**config.mk**
```make
export PLATFORM = sky130hd
export DESIGN_NAME = irs_top
export DESIGN_NICKNAME = d
export VERILOG_FILES = /design/src/common/irs_pkg.sv /design/src/design/irs_prio.sv /design/src/design/irs_top.sv
export SDC_FILE = /design/constraint.sdc
export NUM_CORES = 1
export LEC_CHECK = 0
export ABC_AREA = 1
export BUFFER_PORTS_ARGS = -buffer_cell sky130_fd_sc_hd__buf_2
export CAP_MARGIN = 10
export CORE_AREA = 2 2 139 141
export CTS_CLUSTER_SIZE = 20
export DETAILED_ROUTE_END_ITERATION = 6
export DIE_AREA = 0 0 141 143
export PLACE_DENSITY = 0.67
export SETUP_SLACK_MARGIN = 0.3
export SYNTH_ARGS = -nofsm -noshare
export SYNTH_HDL_FRONTEND = slang
export SYNTH_SLANG_ARGS = --single-unit
```
**constraint.sdc**
```tcl
create_clock -name clk_i -period 7.2 [get_ports clk_i]
set_clock_uncertainty 0.2 [all_clocks]
set_input_delay 0.36 -clock clk_i [delete_from_list [all_inputs] [get_ports clk_i]]
set_output_delay 0.36 -clock clk_i [all_outputs]
set_load 0.03 [all_outputs]
```
**src/common/irs_pkg.sv**
```systemverilog
// Package with constants for the interrupt request and sleep entry block.
package irs_pkg;
	localparam int unsigned IRS_NSRC_DEF = 8;
	localparam int unsigned IRS_LVL_W = 3;
	localparam int unsigned IRS_ADDR_W = 8;
	// Byte addresses of the registers on the Wishbone slave.
	localparam logic [7:0] IRS_OFF_PEND = 8'h00;
	localparam logic [7:0] IRS_OFF_ENA = 8'h04;
	localparam logic [7:0] IRS_OFF_CTRL = 8'h08;
	localparam logic [7:0] IRS_OFF_SP = 8'h0C;
	localparam logic [7:0] IRS_OFF_ACK = 8'h10;
	localparam logic [7:0] IRS_OFF_CFG = 8'h14;
	localparam logic [7:0] IRS_OFF_IST = 8'h18;
	localparam logic [7:0] IRS_OFF_IMSK = 8'h1C;
	// Control register bit positions.
	localparam int unsigned IRS_CTRL_FLASH = 0;
	localparam int unsigned IRS_CTRL_STOP = 1;
	localparam int unsigned IRS_CTRL_WAIT = 2;
	// Interrupt status bit positions.
	localparam int unsigned IRS_IST_REQ = 0;
	localparam int unsigned IRS_IST_STOP = 1;
	localparam int unsigned IRS_IST_WAKE = 2;
	localparam int unsigned IRS_IST_SPBAD = 3;
	localparam int unsigned IRS_IST_W = 4;
	// Reset values.
	localparam logic [15:0] IRS_SP_RST = 16'h0000;
	localparam logic [19:0] IRS_VEC_ADDR = 20'h00000;
	// Bytes the instruction queue must hold before the core halts.
	localparam int unsigned IRS_PREFETCH_BYTES = 4;
	// Bytes after a RAM write that a wait exit may restore.
	localparam int unsigned IRS_RAM_GUARD_BYTES = 3;
	typedef enum logic [1:0] {
		IRS_RUN,
		IRS_FETCH,
		IRS_HALT
	} irs_mode_t;
endpackage : irs_pkg

```
**src/design/irs_prio.sv**
```systemverilog
// Priority picker: lowest-indexed source with the highest non-zero level wins.
`timescale 1ns/1ns
module irs_prio
	import irs_pkg::*;
#(
	parameter int unsigned NSRC = IRS_NSRC_DEF
) (
	// Candidates
	input  wire logic [NSRC-1:0]           cand_i,
	input  wire logic [NSRC*IRS_LVL_W-1:0] lvl_i,
	// Winner
	output logic                           any_o,
	output logic [NSRC-1:0]                win_o,
	output logic [IRS_LVL_W-1:0]           win_lvl_o
);
	always_comb begin
		any_o = 1'b0;
		win_o = '0;
		win_lvl_o = '0;
		for (int i = 0; i < NSRC; i++) begin
			if (cand_i[i] && lvl_i[i*IRS_LVL_W +: IRS_LVL_W] != '0 &&
			    (!any_o ||
			     lvl_i[i*IRS_LVL_W +: IRS_LVL_W] > win_lvl_o)) begin
				any_o = 1'b1;
				win_o = '0;
				win_o[i] = 1'b1;
				win_lvl_o = lvl_i[i*IRS_LVL_W +: IRS_LVL_W];
			end
		end
	end
endmodule : irs_prio

```
**src/design/irs_top.sv**
```systemverilog
// Interrupt request flags, acknowledge fetch and stop/wait entry.
`timescale 1ns/1ns
module irs_top
	import irs_pkg::*;
#(
	parameter int unsigned NSRC = IRS_NSRC_DEF
) (
	// Clock and reset
	input  wire logic                      clk_i,
	input  wire logic                      rst_i,
	// Wishbone slave
	input  wire logic                      wb_cyc_i,
	input  wire logic                      wb_stb_i,
	input  wire logic                      wb_we_i,
	input  wire logic [IRS_ADDR_W-1:0]     wb_adr_i,
	input  wire logic [3:0]                wb_sel_i,
	input  wire logic [31:0]               wb_dat_i,
	output logic [31:0]                    wb_dat_o,
	output logic                           wb_ack_o,
	// Peripheral request events, one-cycle pulses
	input  wire logic [NSRC-1:0]           src_event_i,
	// Source selection changes, one-cycle pulses
	input  wire logic [NSRC-1:0]           src_reconf_i,
	// Core acknowledge interface
	output logic                           core_irq_o,
	input  wire logic                      core_ack_i,
	output logic                           vec_valid_o,
	output logic [19:0]                    vec_addr_o,
	output logic [7:0]                     vec_num_o,
	output logic [IRS_LVL_W-1:0]           vec_lvl_o,
	// Core sleep interface
	input  wire logic [3:0]                queue_bytes_i,
	input  wire logic                      wake_i,
	output logic                           core_halt_o,
	output logic                           stop_mode_select,
	output logic                           flash_self_rewrite_enable,
	output logic [15:0]                    stack_pointer_reg,
	// RAM write tracking for wait exit
	input  wire logic                      ram_wr_i,
	input  wire logic [15:0]               ram_adr_i,
	input  wire logic [7:0]                ram_dat_i,
	input  wire logic                      other_acc_i,
	output logic                           ram_fix_we_o,
	output logic [15:0]                    ram_fix_adr_o,
	output logic [7:0]                     ram_fix_dat_o,
	// Interrupt output
	output logic                           irq_o
);
	// Every level field must fit in one 32-bit configuration word.
	if (NSRC < 1 || NSRC * IRS_LVL_W > 32) begin : g_bad_nsrc
		$error("irs_top: NSRC must be 1 to 10");
	end

	logic [NSRC-1:0]           request_pending_flag;
	logic [NSRC-1:0]           ena_reg;
	logic [NSRC*IRS_LVL_W-1:0] lvl_reg;
	logic [IRS_IST_W-1:0]      ist_reg;
	logic [IRS_IST_W-1:0]      imsk_reg;
	logic                      wait_req_reg;
	logic                      ack_reg;
	irs_mode_t                 mode_reg;
	logic                      any;
	logic [NSRC-1:0]           win;
	logic [IRS_LVL_W-1:0]      win_lvl;
	logic [7:0]                win_num;
	logic                      wr;
	logic                      rd;
	logic                      ack_take;
	logic                      vec_rd;
	logic [NSRC-1:0]           flag_clr;
	logic                      ram_dirty_reg;
	logic [15:0]               ram_last_adr_reg;
	logic [7:0]                ram_last_dat_reg;
	logic [1:0]                fix_cnt_reg;
	logic                      sleep_go;
	logic [IRS_IST_W-1:0]      ist_evt;

	irs_prio #(
		.NSRC (NSRC)
	) u_prio (
		.cand_i    (request_pending_flag & ena_reg),
		.lvl_i     (lvl_reg),
		.any_o     (any),
		.win_o     (win),
		.win_lvl_o (win_lvl)
	);

	always_comb begin
		win_num = '0;
		for (int i = 0; i < NSRC; i++) begin
			if (win[i]) begin
				win_num = 8'(i);
			end
		end
	end

	// Writes land at the edge at which the master sees ack; reads are
	// latched one edge earlier so that their data stands with ack.
	assign wr = wb_cyc_i && wb_stb_i && wb_we_i && wb_ack_o;
	assign rd = wb_cyc_i && wb_stb_i && !wb_we_i && !wb_ack_o;
	assign ack_take = core_ack_i && any && mode_reg == IRS_FETCH;
	assign vec_rd = rd && wb_adr_i == IRS_OFF_ACK && any;

	// Apart from acknowledges, only a full plain write of the pending word clears flags.
	assign flag_clr = (wr && wb_adr_i == IRS_OFF_PEND && wb_sel_i == 4'hF)
		? ~wb_dat_i[NSRC-1:0] : '0;

	// Set wins over every clear; control writes never touch the flags.
	always_ff @(posedge clk_i) begin
		if (rst_i) begin
			request_pending_flag <= '0;
		end else begin
			request_pending_flag <= (request_pending_flag & ~flag_clr
				& ~((ack_take || vec_rd) ? win : '0))
				| src_event_i | src_reconf_i;
		end
	end

	always_ff @(posedge clk_i) begin
		if (rst_i) begin
			ena_reg <= '0;
			lvl_reg <= '0;
		end else begin
			if (wr && wb_adr_i == IRS_OFF_ENA && wb_sel_i[0]) begin
				ena_reg <= wb_dat_i[NSRC-1:0];
			end
			if (wr && wb_adr_i == IRS_OFF_CFG) begin
				lvl_reg <= wb_dat_i[NSRC*IRS_LVL_W-1:0];
			end
		end
	end

	// Reset leaves the pointer at zero; core acknowledges are refused until
	// software has loaded something else.
	always_ff @(posedge clk_i) begin
		if (rst_i) begin
			stack_pointer_reg <= IRS_SP_RST;
		end else if (wr && wb_adr_i == IRS_OFF_SP) begin
			stack_pointer_reg <= wb_dat_i[15:0];
		end
	end

	assign sleep_go = wr && wb_adr_i == IRS_OFF_CTRL;

	always_ff @(posedge clk_i) begin
		if (rst_i) begin
			flash_self_rewrite_enable <= 1'b0;
			stop_mode_select <= 1'b0;
			wait_req_reg <= 1'b0;
		end else begin
			if (sleep_go) begin
				flash_self_rewrite_enable <= wb_dat_i[IRS_CTRL_FLASH];
				stop_mode_select <= wb_dat_i[IRS_CTRL_STOP];
				wait_req_reg <= wb_dat_i[IRS_CTRL_WAIT];
			end else if (mode_reg == IRS_HALT && wake_i) begin
				stop_mode_select <= 1'b0;
				wait_req_reg <= 1'b0;
			end
		end
	end

	// Halt waits for the queue to hold the following bytes.
	always_ff @(posedge clk_i) begin
		if (rst_i) begin
			mode_reg <= IRS_RUN;
		end else begin
			unique case (mode_reg)
				IRS_RUN: begin
					if ((stop_mode_select || wait_req_reg) &&
					    queue_bytes_i >= 4'(IRS_PREFETCH_BYTES)) begin
						mode_reg <= IRS_HALT;
					end else if (any && stack_pointer_reg != IRS_SP_RST) begin
						mode_reg <= IRS_FETCH;
					end
				end
				IRS_FETCH: begin
					if (ack_take || !any) begin
						mode_reg <= IRS_RUN;
					end
				end
				IRS_HALT: begin
					if (wake_i) begin
						mode_reg <= IRS_RUN;
					end
				end
			endcase
		end
	end

	assign core_halt_o = mode_reg == IRS_HALT;
	assign core_irq_o = mode_reg == IRS_FETCH;

	always_ff @(posedge clk_i) begin
		if (rst_i) begin
			vec_valid_o <= 1'b0;
			vec_addr_o <= IRS_VEC_ADDR;
			vec_num_o <= '0;
			vec_lvl_o <= '0;
		end else begin
			vec_valid_o <= ack_take;
			if (ack_take) begin
				vec_addr_o <= IRS_VEC_ADDR;
				vec_num_o <= win_num;
				vec_lvl_o <= win_lvl;
			end
		end
	end

	// Track the last RAM write; a jump or other access breaks the hazard.
	always_ff @(posedge clk_i) begin
		if (rst_i) begin
			ram_dirty_reg <= 1'b0;
			ram_last_adr_reg <= '0;
			ram_last_dat_reg <= '0;
		end else if (ram_wr_i) begin
			ram_dirty_reg <= 1'b1;
			ram_last_adr_reg <= ram_adr_i;
			ram_last_dat_reg <= ram_dat_i;
		end else if (other_acc_i || (mode_reg == IRS_HALT && wake_i)) begin
			ram_dirty_reg <= 1'b0;
		end
	end

	// Exiting wait right after a RAM write replays the value into the
	// next three bytes, as the real queue does; a model of that hazard.
	always_ff @(posedge clk_i) begin
		if (rst_i) begin
			fix_cnt_reg <= '0;
		end else if (mode_reg == IRS_HALT && wake_i && wait_req_reg &&
		             !stop_mode_select && ram_dirty_reg) begin
			fix_cnt_reg <= 2'(IRS_RAM_GUARD_BYTES);
		end else if (fix_cnt_reg != '0) begin
			fix_cnt_reg <= fix_cnt_reg - 2'd1;
		end
	end

	always_ff @(posedge clk_i) begin
		if (rst_i) begin
			ram_fix_we_o <= 1'b0;
			ram_fix_adr_o <= '0;
			ram_fix_dat_o <= '0;
		end else begin
			ram_fix_we_o <= fix_cnt_reg != '0;
			ram_fix_adr_o <= ram_last_adr_reg + 16'(4'(IRS_RAM_GUARD_BYTES)
				- 4'(fix_cnt_reg) + 4'd1);
			ram_fix_dat_o <= ram_last_dat_reg;
		end
	end

	assign ist_evt[IRS_IST_REQ] = ack_take;
	assign ist_evt[IRS_IST_STOP] = mode_reg == IRS_RUN &&
		(stop_mode_select || wait_req_reg) &&
		queue_bytes_i >= 4'(IRS_PREFETCH_BYTES);
	assign ist_evt[IRS_IST_WAKE] = mode_reg == IRS_HALT && wake_i;
	assign ist_evt[IRS_IST_SPBAD] = mode_reg == IRS_RUN && any &&
		stack_pointer_reg == IRS_SP_RST;

	// Write one to clear; a new event in the same cycle survives.
	always_ff @(posedge clk_i) begin
		if (rst_i) begin
			ist_reg <= '0;
			imsk_reg <= '0;
		end else begin
			ist_reg <= (ist_reg & ~((wr && wb_adr_i == IRS_OFF_IST)
				? wb_dat_i[IRS_IST_W-1:0] : '0)) | ist_evt;
			if (wr && wb_adr_i == IRS_OFF_IMSK) begin
				imsk_reg <= wb_dat_i[IRS_IST_W-1:0];
			end
		end
	end

	assign irq_o = |(ist_reg & imsk_reg);

	always_ff @(posedge clk_i) begin
		if (rst_i) begin
			ack_reg <= 1'b0;
			wb_dat_o <= '0;
		end else begin
			ack_reg <= wb_cyc_i && wb_stb_i && !wb_ack_o;
			wb_dat_o <= '0;
			if (rd) begin
				unique case (wb_adr_i)
					IRS_OFF_PEND: wb_dat_o <= 32'(request_pending_flag);
					IRS_OFF_ENA:  wb_dat_o <= 32'(ena_reg);
					IRS_OFF_CTRL: wb_dat_o <= {29'h0, wait_req_reg,
						stop_mode_select, flash_self_rewrite_enable};
					IRS_OFF_SP:   wb_dat_o <= {16'h0, stack_pointer_reg};
					IRS_OFF_ACK:  wb_dat_o <= {20'h0, 1'(any), win_lvl, win_num};
					IRS_OFF_CFG:  wb_dat_o <= 32'(lvl_reg);
					IRS_OFF_IST:  wb_dat_o <= 32'(ist_reg);
					IRS_OFF_IMSK: wb_dat_o <= 32'(imsk_reg);
					default:      wb_dat_o <= '0;
				endcase
			end
		end
	end

	assign wb_ack_o = ack_reg;
endmodule : irs_top

```
# Word level (Yosys, flattened, before mapping)

Index checks and enable logic that the tools add are counted.

Magnitude comparators: 8
Bitwise gates (word level): 13
Reduce and logical (&&, ||, !) cells: 85
Mux-type cells: 47
Equality and inequality tests: 13
$add $sub $neg: 4

Operators by type and width:

| operator                                                               | count |
|---|---|
| 24-bit case mux with 8 select lines                                    | 1 |
| 8-bit two-way mux                                                      | 9 |
| 1-bit logical AND                                                      | 44 |
| 8-bit by 5-bit equality test with 1-bit output (second input constant) | 4 |
| 3-bit two-way mux                                                      | 9 |
| 8-bit AND                                                              | 3 |
| 8-bit inverter                                                         | 3 |
| 3-bit nonzero test                                                     | 8 |
| 3-bit > comparator                                                     | 7 |
| 16-bit adder                                                           | 1 |
| 8-bit by 4-bit equality test with 1-bit output (second input constant) | 2 |
| 16-bit zero test                                                       | 1 |
| 8-bit bitwise OR                                                       | 2 |
| 16-bit nonzero test                                                    | 1 |
| 1-bit two-way mux                                                      | 15 |
| 2-bit two-way mux                                                      | 7 |
| 1-bit zero test                                                        | 11 |
| 1-bit logical OR                                                       | 11 |
| 4-bit AND                                                              | 2 |
| 8-bit by 3-bit equality test with 1-bit output (second input constant) | 1 |
| 8-bit zero test                                                        | 1 |
| 4-bit two-way mux                                                      | 2 |
| 2-bit nonzero test                                                     | 4 |
| 7-bit two-way mux                                                      | 1 |
| 20 further kinds                                                       | 20 |

Output and inout port bits: 111
Input port bits: 97
Register bits after elaboration: 166

# Logic depth before layout (Yosys ltp)

Gate-level depths: netlist (run 1).

Depth in word-level cells: 39
Gate-level depth with buffers: 70
Mapped depth without buffers: 69

# Cells and area by module

From an unflattened synthesis (run 1), not the netlist that was laid out.

Cell total of the unflattened synthesis: 1098
Area total of the unflattened synthesis: 7835.0 µm²

By module, submodules not included:

| module   | cells an instance | times used | area an instance (µm²) |
|---|---|---|---|
| irs_top  | 897               | 1          | 6700.2 |
| irs_prio | 201               | 1          | 1134.8 |

# Worst setup path after synthesis (run 1)

Ideal clock, no wire load.

Kind: register to register
From: reg request_pending_flag[0]
To: reg vec_num_o[0]
Required time: 6.886 ns
Arrival: 7.596 ns
Clock period less this slack: 7.910 ns
Path slack: -0.710 ns
Cell stages (with the launch flop): 68
Buffers on the path: 1
Library setup time: 0.114 ns
Path through: dfxtp_1 > nand2_2 > nor2_1 > inv_1 > ha_1 > a21oi_1 > nand2_1 > nand2_1 > nand2_2 > nand2_2 > nand2_1 > and2_1 > ha_1 > nand2_1 > o21ai_0 > nand2_1 > nand2_1 > nand2_4 > (+32 left out) > o21ai_0 > o22ai_1 > inv_1 > nand2_4 > nand2_4 > buf_12 > nand2_2 > and2_1 > ha_1 > nand2_1 > o21ai_0 > nand2_1 > a21oi_4 > nor3_1 > o21ai_2 > nand3_2 > o21bai_1 > inv_1

Word-level cells in the longest chain between the ends: 38

RTL lines:

| what                                                   | line                           | RTL |
|---|---|---|
| start: declaration                                     | irs_top.sv:54                  | `logic [NSRC-1:0] request_pending_flag;` |
| start signal: assignment                               | irs_top.sv:113                 | `request_pending_flag <= (request_pending_flag & ~flag_clr` |
| 8-bit AND (*)                                          | irs_top.sv:81                  | `.cand_i (request_pending_flag & ena_reg),` |
| 1-bit logical AND (*)                                  | irs_prio.sv:21                 | `if (cand_i[i] && lvl_i[i*IRS_LVL_W +: IRS_LVL_W] != '0 &&` |
| 3-bit two-way mux or 1-bit two-way mux (tied branches) | irs_prio.sv:21                 |  |
| 3-bit > comparator or 1-bit zero test (tied branches)  | irs_prio.sv:23, irs_prio.sv:22 |  |
| 1-bit logical OR                                       | irs_prio.sv:22                 | `(!any_o \|\|` |
| 1-bit logical AND                                      | irs_prio.sv:21                 |  |
| 3-bit two-way mux or 1-bit two-way mux (tied branches) | irs_prio.sv:21                 |  |
| 3-bit > comparator or 1-bit zero test (tied branches)  | irs_prio.sv:23, irs_prio.sv:22 |  |
| (+17 left out)                                         | -                              |  |
| 1-bit logical AND                                      | irs_prio.sv:21                 |  |
| 3-bit two-way mux or 1-bit two-way mux (tied branches) | irs_prio.sv:21                 |  |
| 3-bit > comparator or 1-bit zero test (tied branches)  | irs_prio.sv:23, irs_prio.sv:22 |  |
| 1-bit logical OR                                       | irs_prio.sv:22                 |  |
| 1-bit logical AND                                      | irs_prio.sv:21                 |  |
| 8-bit two-way mux                                      | irs_prio.sv:21                 |  |
| 1-bit two-way mux                                      | irs_top.sv:91                  | `if (win[i]) begin` |
| 8-bit two-way mux (6 in a row)                         | irs_top.sv:91                  |  |
| end signal: assignment                                 | irs_top.sv:203                 | `vec_num_o <= win_num;` |
| end: declaration                                       | irs_top.sv:29                  | `output logic [7:0] vec_num_o,` |

Every way passes the cells marked *; elsewhere a longest branch is shown, timed or not.
A chain may end at the register's enable or synchronous reset.

# Final worst setup path (run 1)

From: reg request_pending_flag[0]
To: reg request_pending_flag[4]

Word-level cells in the longest chain between the ends: 39

RTL lines:

| what                                                   | line                           | RTL |
|---|---|---|
| 8-bit AND (*)                                          | irs_top.sv:81                  |  |
| 1-bit logical AND (*)                                  | irs_prio.sv:21                 |  |
| 3-bit two-way mux or 1-bit two-way mux (tied branches) | irs_prio.sv:21                 |  |
| 3-bit > comparator or 1-bit zero test (tied branches)  | irs_prio.sv:23, irs_prio.sv:22 |  |
| 1-bit logical OR                                       | irs_prio.sv:22                 |  |
| 1-bit logical AND                                      | irs_prio.sv:21                 |  |
| 3-bit two-way mux or 1-bit two-way mux (tied branches) | irs_prio.sv:21                 |  |
| 3-bit > comparator or 1-bit zero test (tied branches)  | irs_prio.sv:23, irs_prio.sv:22 |  |
| (+21 left out)                                         | -                              |  |
| 1-bit logical AND                                      | irs_prio.sv:21                 |  |
| 1-bit two-way mux                                      | irs_prio.sv:21                 |  |
| 1-bit logical AND (2 in a row)                         | irs_top.sv:101                 | `assign ack_take = core_ack_i && any && mode_reg == IRS_FETCH;` |
| 1-bit logical OR                                       | irs_top.sv:114                 | `& ~((ack_take \|\| vec_rd) ? win : '0))` |
| 8-bit two-way mux (*)                                  | irs_top.sv:114                 |  |
| 8-bit inverter (*)                                     | irs_top.sv:114                 |  |
| 8-bit AND (*)                                          | irs_top.sv:114                 |  |
| 8-bit bitwise OR (*) (2 in a row)                      | irs_top.sv:115                 | `\| src_event_i \| src_reconf_i;` |

Marks and branches as above.

==> results of run 1 <==
-- repair_timing --
| item | 4_1_cts | 5_1_grt |
|---|---|---|
| hold buffers | 19 | 0 |
| resized for setup | 39 | 29 |
| endpoints found under the hold margin | 15 | 0 |
| buffers inserted | 39 | 3 |
| setup endpoints to repair | 20 | 20 |
| pin swaps | 62 | 42 |
-- metrics by stage --
step,setup slack (ps),utilization [%],power [mW],instances,hold slack [ps]
floorplan,-358.8,-,1.111,1000,210.0
global placement,-455.3,47.67,1.174,1401,217.6
detailed placement,-776.1,47.67,1.180,1401,220.5
CTS,-581.9,54.46,2.095,1491,0.6131
global route,-1222,55.34,2.163,1494,4.315
finish,-868.4,55.34,2.092,1494,1.231
-- worst reg2reg max path, delay by kind of cell (launching register included) --
| family | cells | cell delay (ps) |
|---|---|---|
| AND/OR/NAND/NOR | 34 | 2800 |
| AO/OA/AOI/OAI | 11 | 1420 |
| adder cells (fa/ha/maj) | 6 | 1540 |
| flip-flops | 1 | 350 |
| buffers and inverters | 16 | 1710 |
-- layer usage --
| layer | global-route usage, % | part of all wire (%) | up-vias | wire (um) |
|---|---|---|---|---|
| met5 | 0 | 0 | - | 0 |
| met4 | 9.789 | 3.5 | 0 | 824 |
| li1 | - | - | 3715 | - |
| met1 | 29.66 | 43 | 3491 | 10120 |
| met3 | 4.628 | 7.2 | 67 | 1692 |
| met2 | 37.23 | 46 | 324 | 10890 |
-- layout make-up --
type                            instances  share of cell area (%)
Multi-Input combinational cell        653                   38.59
Sequential cell                       153                   29.84
Timing Repair Buffer                  292                   18.01
Inverter                              130                   4.831
Clock buffer                           20                   4.539
Tap cell                              234                   2.847
Clock inverter                         12                   1.351
-- cells in the final DEF, fill, tap and decap left out, types with 5 or more instances in the layout --
cell type      Yosys  layout
a21oi_1          112     104
a21oi_2            0       8
and2_4             0       5
buf_2              3     164
buf_4             33     103
buf_6              0       6
clkbuf_16          0      17
conb_1             1      33
dfxtp_1          153     149
dlygate4sd3_1      0      19
ha_1              27      13
ha_4               0      13
inv_1            110     107
inv_2             17      17
nand2_1          130     109
nand2_2           14      25
nand2_4            4      14
nand3_1           40      29
nand3_2            8      18
nor2_1            72      69
nor2_2             5       7
nor3_1            20      17
nor4_1             8       7
o211ai_1           9       9
o21a_1             5       5
o21ai_0          109     101
o21ai_2            3      10
o22ai_1            8       8
-- path summary, 6_finish.rpt --
check / slack (ps) / end / start
worst min-delay path: 1 / stack_pointer_reg[4] / wb_dat_i[4]
worst max register to register: -870 / request_pending_flag[4] / request_pending_flag[0]
worst max-delay path: -870 / request_pending_flag[4] / request_pending_flag[0]
worst min register to register: 230 / ram_fix_dat_o[2] / ram_last_dat_reg[2]
-- power groups by stage --
stage | registers [mW] | clock network [mW] | logic, mW
after floorplan | 0.950 | 0 | 0.161
after global placement | 0.918 | 0 | 0.255
after detailed placement | 0.919 | 0 | 0.261
after CTS | 0.901 | 0.924 | 0.270
after global routing | 0.905 | 0.963 | 0.295
final | 0.901 | 0.921 | 0.270
-- cells by family after synthesis --
kind of cell               after synthesis  synth area share (%)
AOI/OAI and AO/OA                      271                 20.92
xor gates and xnor gates                 1                0.1195
adders and majority gates               28                 4.880
buffers and inverters                  194                 11.91
DFF                                    153                 41.77
other                                    1               0.05114
and+or+nand+nor                        320                 20.36
==> reports/metrics.cfg, run 1 <==
[finish]
design_area_sq_mm=0.01028
multi_input_area_sq_mm=0.003968
diodes=0
syn2layout_area_growth_pct=40.22
seqCellArea_sq_mm=0.003068
nNetsFinal=1372
layout-drive-gt1-share_pct=35.24
fill_cells=1674

[global_route]
grt_max_degree=96
grt_util_all_layers_pct=22.88
grt_pass1_wl_mm=36.18
grt_pass1_vias=7130
antenna_found_initial=0
gr-total-overflow=0

[clock_network]
insertion_delay_ps=430
numCtsBuffers=17
cts_tree=done
cts.clk_slew.worst_paths_ps=70
htreeDepth=4
cts.sinks=153
cts_buffer_depth=2
cts_root_buffer=clkbuf_16

[synth]
ys_seq_area_share_pct=41.77
synth_flop_cell=dfxtp_1
yosysWarningCount=0
postSynthCellCount=968
synth_area_sq_mm=0.007333
yosys_register_bits=153
synthTopCellsByCount=dfxtp_1, nand2_1, a21oi_1
netlist.top_cell.by_area=dfxtp_1
synth.distinct_cells=49
synth_edf_count=0
synth.area.top_cells=dfxtp_1, a21oi_1, o21ai_0
yosysMostFrequentCell=dfxtp_1
yosysTopAreaCellShare_pct=41.77
syn_area_per_cell_sq_um=7.576
async_flop_share_pct=0

[timing]
worst_slew_pin_slew_ps=953.7
setup_viol=20
setup_tns_ps=-16060
fin_ws_ps=-868.4
fmax_ghz=0.1239
drv_slew=0
maxSlewHeadroom_pct=34.77
post-route-min-period_ps=8068
min_period_over_period_pct=112.1
rsz0062_at_grt=yes
finalHoldViolations=0

[setup_path]
crit_path_start_kind=flip-flop
cp_top_family=simple AND/OR/NAND/NOR gates
path_depth=67
critPathMaxFanout=6
cp_common_cell=nand2_2
critical_path_arrival_ps=8230
worst-path-buf-inv=16
critical_path_class=flip-flop to flip-flop
slowest_delay_ps=350
r2r_cells=67
end_kind=flip-flop
required_ps=7360
crit_slowest_cell=dfxtp_2

[placed_design]
place_area_sq_mm=0.008857
placement.io_buffers=164
place_congestion=0.9124
dp_hpwl_mm=16.54

[route]
drc_errors=0
drt_first_iter_violations=781
wl_per_cell_um=15.74
routed-via-count=7597
drt_wl_total_mm=23.52
vias_per_cell=5.085
dr.pass1.iters=5
ant_nets=0

[pwr]
switching_share_pct=27.43
p_int_mw=1.518
total_leakage_power_nw=4.688
p_sw_uw=574.0
cellPowerDensity_mw_per_mm2=203.5
pwr-share-comb_pct=12.9
clockPowerShare_pct=44.0
seq_power_share_pct=43.1
ir_worst_vdd_uv=147.5

[outcome]
status=finished with violations
violations=negative setup slack

[die]
initial_utilization_pct=39.47
die-area_sq_mm=0.02016
dieWidth_um=141
pin_count=208
coreArea_sq_mm=0.01858
fp.dieH_um=143
rows=50

[flow_run]
drv_cap=0

[worst_hold_path]
holdPathStages=3
min_path_type=input pin to flip-flop

(Power assumes the default switching activity.)
==> run 2: changes to the inputs <==
--- a/config.mk
+++ b/config.mk
@@ -12,7 +12,7 @@
 export CTS_CLUSTER_SIZE = 20
 export DETAILED_ROUTE_END_ITERATION = 6
 export DIE_AREA = 0 0 141 143
-export PLACE_DENSITY = 0.67
+export PLACE_DENSITY = 0.64
 export SETUP_SLACK_MARGIN = 0.3
 export SYNTH_ARGS = -nofsm -noshare
 export SYNTH_HDL_FRONTEND = slang
==> constraint.sdc (replaced) <==
create_clock -name clk_i -period 8.9 [get_ports clk_i]
set_clock_uncertainty 0.2 [all_clocks]
set_input_delay 0.445 -clock clk_i [delete_from_list [all_inputs] [get_ports clk_i]]
set_output_delay 0.445 -clock clk_i [all_outputs]
set_load 0.03 [all_outputs]
==> run 2 against run 1 <==
  * Register-to-register slack better by 1500 ps
  * Global-route usage shrank 2.4 points
  * Cell count is 6.7% lower
  * Design area shrank 8.8%
  * Non-clock buffer count shrank 102
  * Utilization fell by 4.9 points
  * The flow now finishes without violations
  * Critical endpoint is now vec_num_o[0]
  * Critical path type unchanged
  * Routed wire length shrank 8.9%
  * Maximum frequency is 1.9% lower
  * Die area is the same
  * Combinational power shrank 23%
  * Clock-buffer cell count decreased by 3
==> reports/metrics.cfg, run 2 (synthesis gave the netlist of run 1 again) <==
[die]
initial_utilization_pct=39.47
fp.dieH_um=143
dieWidth_um=141
die-area_sq_mm=0.02016
pin_count=208
coreArea_sq_mm=0.01858
rows=50

[clock_network]
cts_tree=done
insertion_delay_ps=440
htreeDepth=4
numCtsBuffers=17
cts.sinks=153
cts_root_buffer=clkbuf_16
cts.clk_slew.worst_paths_ps=70
holdBufCountCts=0
cts_buffer_depth=2

[placed_design]
placement.io_buffers=164
dp_hpwl_mm=15.43
place_congestion=0.9545
dp_cells=1337
dp_slack_ps=20.74

[setup_path]
worst-path-buf-inv=9
critPathMaxFanout=7
critical_path_class=flip-flop to flip-flop
critical_path_arrival_ps=8350
crit_path_start_kind=flip-flop
cp_top_family=simple AND/OR/NAND/NOR gates
slowest_delay_ps=370
cp_common_cell=nand2_1
end_kind=flip-flop
crit_slowest_cell=dfxtp_2
r2r_setup_slack_ps=680
required_ps=9030

[timing]
rsz0062_at_grt=no
finalHoldViolations=0
worst_slew_pin_slew_ps=863.2
maxSlewHeadroom_pct=40.97
drv_slew=0
min_period_over_period_pct=92.41
post-route-min-period_ps=8224
fin_ws_ps=675.9
fmax_ghz=0.1216
setup_viol=0
setup_tns_ps=0

[route]
routed-via-count=7017
vias_per_cell=5.034
drt_first_iter_violations=485
wl_per_cell_um=15.37
ant_nets=0
drc_errors=0
dr.pass1.iters=5
drt_wl_total_mm=21.43

[global_route]
grt_pass1_wl_mm=32.18
gr-total-overflow=0
grt_pass1_vias=6199
grt_max_degree=96
antenna_found_initial=1
grt_util_all_layers_pct=20.50

[worst_hold_path]
min_path_type=input pin to flip-flop

[outcome]
status=complete, no violations

[finish]
final_cell_mix=buf_2, dfxtp_1, nand2_1
stdcell_count=1394
syn2layout_area_growth_pct=27.85
mostFrequentLayoutCell=buf_2
final_util_pct=50.46
nNetsFinal=1271
layout-drive-gt1-share_pct=29.16

[pwr]
switching_share_pct=28.90
clockPowerShare_pct=43.5
total_leakage_power_nw=4.169
power_mw=1.660
ir_worst_vdd_uv=127.6
p_sw_uw=479.5
seq_power_share_pct=43.9
pwr-share-comb_pct=12.6
cellPowerDensity_mw_per_mm2=177.0
p_int_mw=1.180

[flow_run]
drv_cap=0

run 2: changes by cell type in the layout (fill, tap and decap cells not counted), sizes merged:
cell / before / now
buf: 273 / 190
dlygate4sd3: 19 / 0
inv: 131 / 136
clkbuf: 20 / 17
clkinvlp: 3 / 1
bufinv: 2 / 1
clkinv: 6 / 7
diode: 0 / 1
nand2: 148 / 149
run 2: cell type report:
cell class              instances  area [sq um]
fillers                      1792          9205
multi-input cells             654          3877
flip-flops and latches        153          3067
repair buffers                190          1056
inverters                     130         496.7
clock buffers                  17         425.4
well taps                     234         292.8
clock inverters                15         157.7
diodes                          1         2.502
run 2: path summary, 6_finish.rpt:
path                            from                  end  cells after the start
max          request_pending_flag[0]         vec_num_o[0]                     69
min                     ram_adr_i[0]  ram_last_adr_reg[0]                      3
max reg2reg  request_pending_flag[0]         vec_num_o[0]                     69
min reg2reg      ram_last_dat_reg[6]     ram_fix_dat_o[6]                      2
run 2: metal layers:
metal,GRT usage (%),up-vias,routed length [um]
met2,33.02,217,10210
met1,27.44,3250,9788
met4,7.053,0,409
met3,4.259,33,1029
met5,0,-,0
li1,-,3517,-
run 2: power by group through the flow:
| stage | clock network [mW] | registers [mW] | logic [mW] |
|---|---|---|---|
| 2_1_floorplan | 0 | 0.768 | 0.131 |
| 4_1_cts | 0.730 | 0.728 | 0.208 |
| 5_1_grt | 0.762 | 0.731 | 0.232 |
| 6_report | 0.722 | 0.728 | 0.209 |
| 3_3_place_gp | 0 | 0.743 | 0.205 |
| 3_5_place_dp | 0 | 0.744 | 0.207 |
run 2: worst register-to-register path, delay by kind of cell (launching register included):
family | cells | cell delay, ps
AOI/OAI and AO/OA | 12 | 1590
buffers and inverters | 9 | 700
DFF | 1 | 370
and+or+nand+nor | 41 | 3380
adders and majority gates | 7 | 1890
run 2: through the flow:
step | cell area (sq um) | hold WS [ps]
detailed placement | 8205 | 220.6
global route | 9375 | 38.31
finish | 9375 | 32.58
global placement | 8205 | 216.9
CTS | 8841 | 22.38
floorplan | 7453 | 210.0
run 2: what timing repair did:
action | CTS | global route
cloned | 0 | 1
pin swaps | 3 | 39
setup endpoints to repair | 20 | 20
gates resized for setup | 9 | 73
buffers inserted | 3 | 19
==> run 3: changes to the inputs <==
--- a/config.mk
+++ b/config.mk
@@ -5,13 +5,13 @@
 export SDC_FILE = /design/constraint.sdc
 export NUM_CORES = 1
 export LEC_CHECK = 0
-export ABC_AREA = 1
+export ABC_AREA = 0
 export BUFFER_PORTS_ARGS = -buffer_cell sky130_fd_sc_hd__buf_2
 export CAP_MARGIN = 10
-export CORE_AREA = 2 2 139 141
+export CORE_AREA = 2 2 141 143
 export CTS_CLUSTER_SIZE = 20
 export DETAILED_ROUTE_END_ITERATION = 6
-export DIE_AREA = 0 0 141 143
+export DIE_AREA = 0 0 143 145
 export PLACE_DENSITY = 0.64
 export SETUP_SLACK_MARGIN = 0.3
 export SYNTH_ARGS = -nofsm -noshare
==> run 3 against run 2 <==
  * The flow now finishes with violations (negative setup slack)
  * Critical path depth decreased by 16
  * Power is 0.76% lower
  * Routed wire length grew 15%
  * Clock power rose by 3.0%
  * Cell count is 0.22% lower
  * Combinational power decreased by 14%
  * Critical endpoint is now vec_lvl_o[1]
  * Clock-buffer cell count unchanged
  * Synthesized area rose by 2.5%
==> reports/metrics.cfg, run 3 <==
[placed_design]
place_congestion=0.9150
dp_hpwl_mm=17.47
place_area_sq_mm=0.009074
placement.io_buffers=164
dp_slack_ps=-588.1

[worst_hold_path]
min_to=ram_last_adr_reg[11]
holdPathStages=3
min_path_type=input pin to flip-flop
hp-start=ram_adr_i[11]

[flow_run]
drv_cap=0

[clock_network]
cts_root_buffer=clkbuf_16
htreeDepth=4
cts.sinks=153
insertion_delay_ps=420
numCtsBuffers=17
cts_tree=done
holdBufCountCts=0
cts_buffer_depth=2
cts.clk_slew.worst_paths_ps=80

[setup_path]
crit_slowest_cell=dfxtp_4
required_ps=9030
r2r_start=request_pending_flag[0]
r2r_cells=53
critical_path_arrival_ps=9610
end_kind=flip-flop
crit_path_start_kind=flip-flop
critPathMaxFanout=5
worst-path-buf-inv=2
r2r-end=vec_lvl_o[1]
cp_top_family=compound AO/OA/AOI/OAI gates
r2r_setup_slack_ps=-580
crit_start=request_pending_flag[0]
cp_common_cell=a21oi_2
critical_path_class=flip-flop to flip-flop
slowest_delay_ps=390

[synth]
ys_seq_area_share_pct=40.76
synth_flop_cell=dfxtp_1
yosysTopAreaCellShare_pct=40.76
async_flop_share_pct=0
postSynthCellCount=874
syn_area_per_cell_sq_um=8.598
yosysMostFrequentCell=dfxtp_1
synth.area.top_cells=dfxtp_1, nand2_1, a21oi_1
netlist.top_cell.by_area=dfxtp_1
yosys_register_bits=153
synth.distinct_cells=80
yosysWarningCount=0
synth_area_sq_mm=0.007515
synthTopCellsByCount=dfxtp_1, nand2_1, nor2_1
synth_edf_count=0

[timing]
setup_viol=20
rsz0062_at_grt=yes
finalHoldViolations=0
fmax_ghz=0.1055
worst_slew_pin_slew_ps=1078
min_period_over_period_pct=106.5
post-route-min-period_ps=9476
maxSlewHeadroom_pct=27.91
fin_ws_ps=-576.1
hold_slack_ps=46.79
drv_slew=0

[global_route]
grt_pass1_wl_mm=37.83
grt_pass1_vias=6900
grt_util_all_layers_pct=23.29
gr-total-overflow=0
antenna_found_initial=0
grt_max_degree=70

[pwr]
ir_worst_vdd_uv=133.1
cellPowerDensity_mw_per_mm2=160.8
total_leakage_power_nw=4.356

[finish]
design_area_sq_mm=0.01024
fill_cells=1783
final_cell_mix=buf_2, dfxtp_1, nand2_1
mostFrequentLayoutCell=buf_2
layout-drive-gt1-share_pct=35.47
nNetsFinal=1237
syn2layout_area_growth_pct=36.33

[die]
rows=51
pin_count=208
fp.dieH_um=145
coreArea_sq_mm=0.01921
die-area_sq_mm=0.02074
initial_utilization_pct=39.12
dieWidth_um=143

[route]
ant_nets=0
drt_wl_total_mm=24.59
drt_first_iter_violations=578
vias_per_cell=5.267
dr.pass1.iters=7
drc_errors=0
wl_per_cell_um=17.68
routed-via-count=7327

[outcome]
violations=negative setup slack
status=finished with violations

run 3: changes by cell type in the layout (fill, tap and decap cells not counted), sizes merged, moves of 20 or more:
cell and delta:
a21oi -24, a22oi +24, buf +60, inv -109, mux2i +34, nand2 -20, nand3 -20, nor2 +22
o21ai -93
run 3: kinds of logic (layout without fill, tap and decap cells):
| kind of cell | after synthesis | count (layout) | synth area share (%) |
|---|---|---|---|
| xor+xnor | 14 | 14 | 1.632 |
| simple gates | 338 | 338 | 20.51 |
| other cells | 1 | 34 | 0.04990 |
| flops | 153 | 153 | 40.76 |
| fa+ha+maj | 28 | 28 | 4.762 |
| buf+inv | 83 | 302 | 6.077 |
| mux | 37 | 37 | 5.028 |
| compound gates | 220 | 220 | 21.18 |
run 3: timing repair:
item,in CTS,in global routing
setup buffers,20,4
resized for setup,30,33
pin swaps,35,23
endpoints found under the setup margin,20,20
run 3: worst max path at each step:
stage	to	slack, ps	depth (start not counted)
floorplan	wb_dat_o[8]	-290	52
global placement	request_pending_flag[4]	-370	51
detailed placement	request_pending_flag[4]	-590	50
CTS	vec_lvl_o[1]	-520	55
global route	vec_lvl_o[1]	-1020	53
finish	vec_lvl_o[1]	-580	53
run 3: area by class of cell:
class                   count  area [sq um]  area share (%)
repair buffers            250          1501           14.66
clock inverters            15         195.2           1.905
inverters                  20         75.07          0.7328
well taps                 265         331.6           3.236
flip-flops and latches    153          3074           30.01
diodes                      1         2.502         0.02443
multi-input cells         670          4639           45.29
clock buffers              17         425.4           4.152
run 3: per-stage QoR:
step | util, % | setup TNS, ps | cells | total power, mW
6_report | 53.34 | -9248 | 1391 | 1.647
3_5_place_dp | 47.24 | -9219 | 1333 | 0.9185
5_1_grt | 53.33 | -18120 | 1390 | 1.714
3_3_place_gp | 47.24 | -4658 | 1333 | 0.9144
4_1_cts | 52.09 | -8350 | 1385 | 1.659
2_1_floorplan | - | -3284 | 906 | 0.8711
run 3: report_power, final:
part	switching (mW)	internal (mW)
combinational	0.114	0.0652
sequential	0.0147	0.710
clock	0.359	0.385
total	0.487	1.16
run 3: tightest hold or removal path, cell delays in order:
cell and delay (ps):
buf_2 70, mux2i_1 50, nor2_1 70
run 3: routing by layer:
| metal | global-route usage [%] | share of wire (%) |
|---|---|---|
| met1 | 31.24 | 44 |
| met2 | 36.91 | 46 |
| met3 | 6.073 | 8.1 |
| met4 | 6.386 | 2.2 |
| met5 | 0 | 0 |
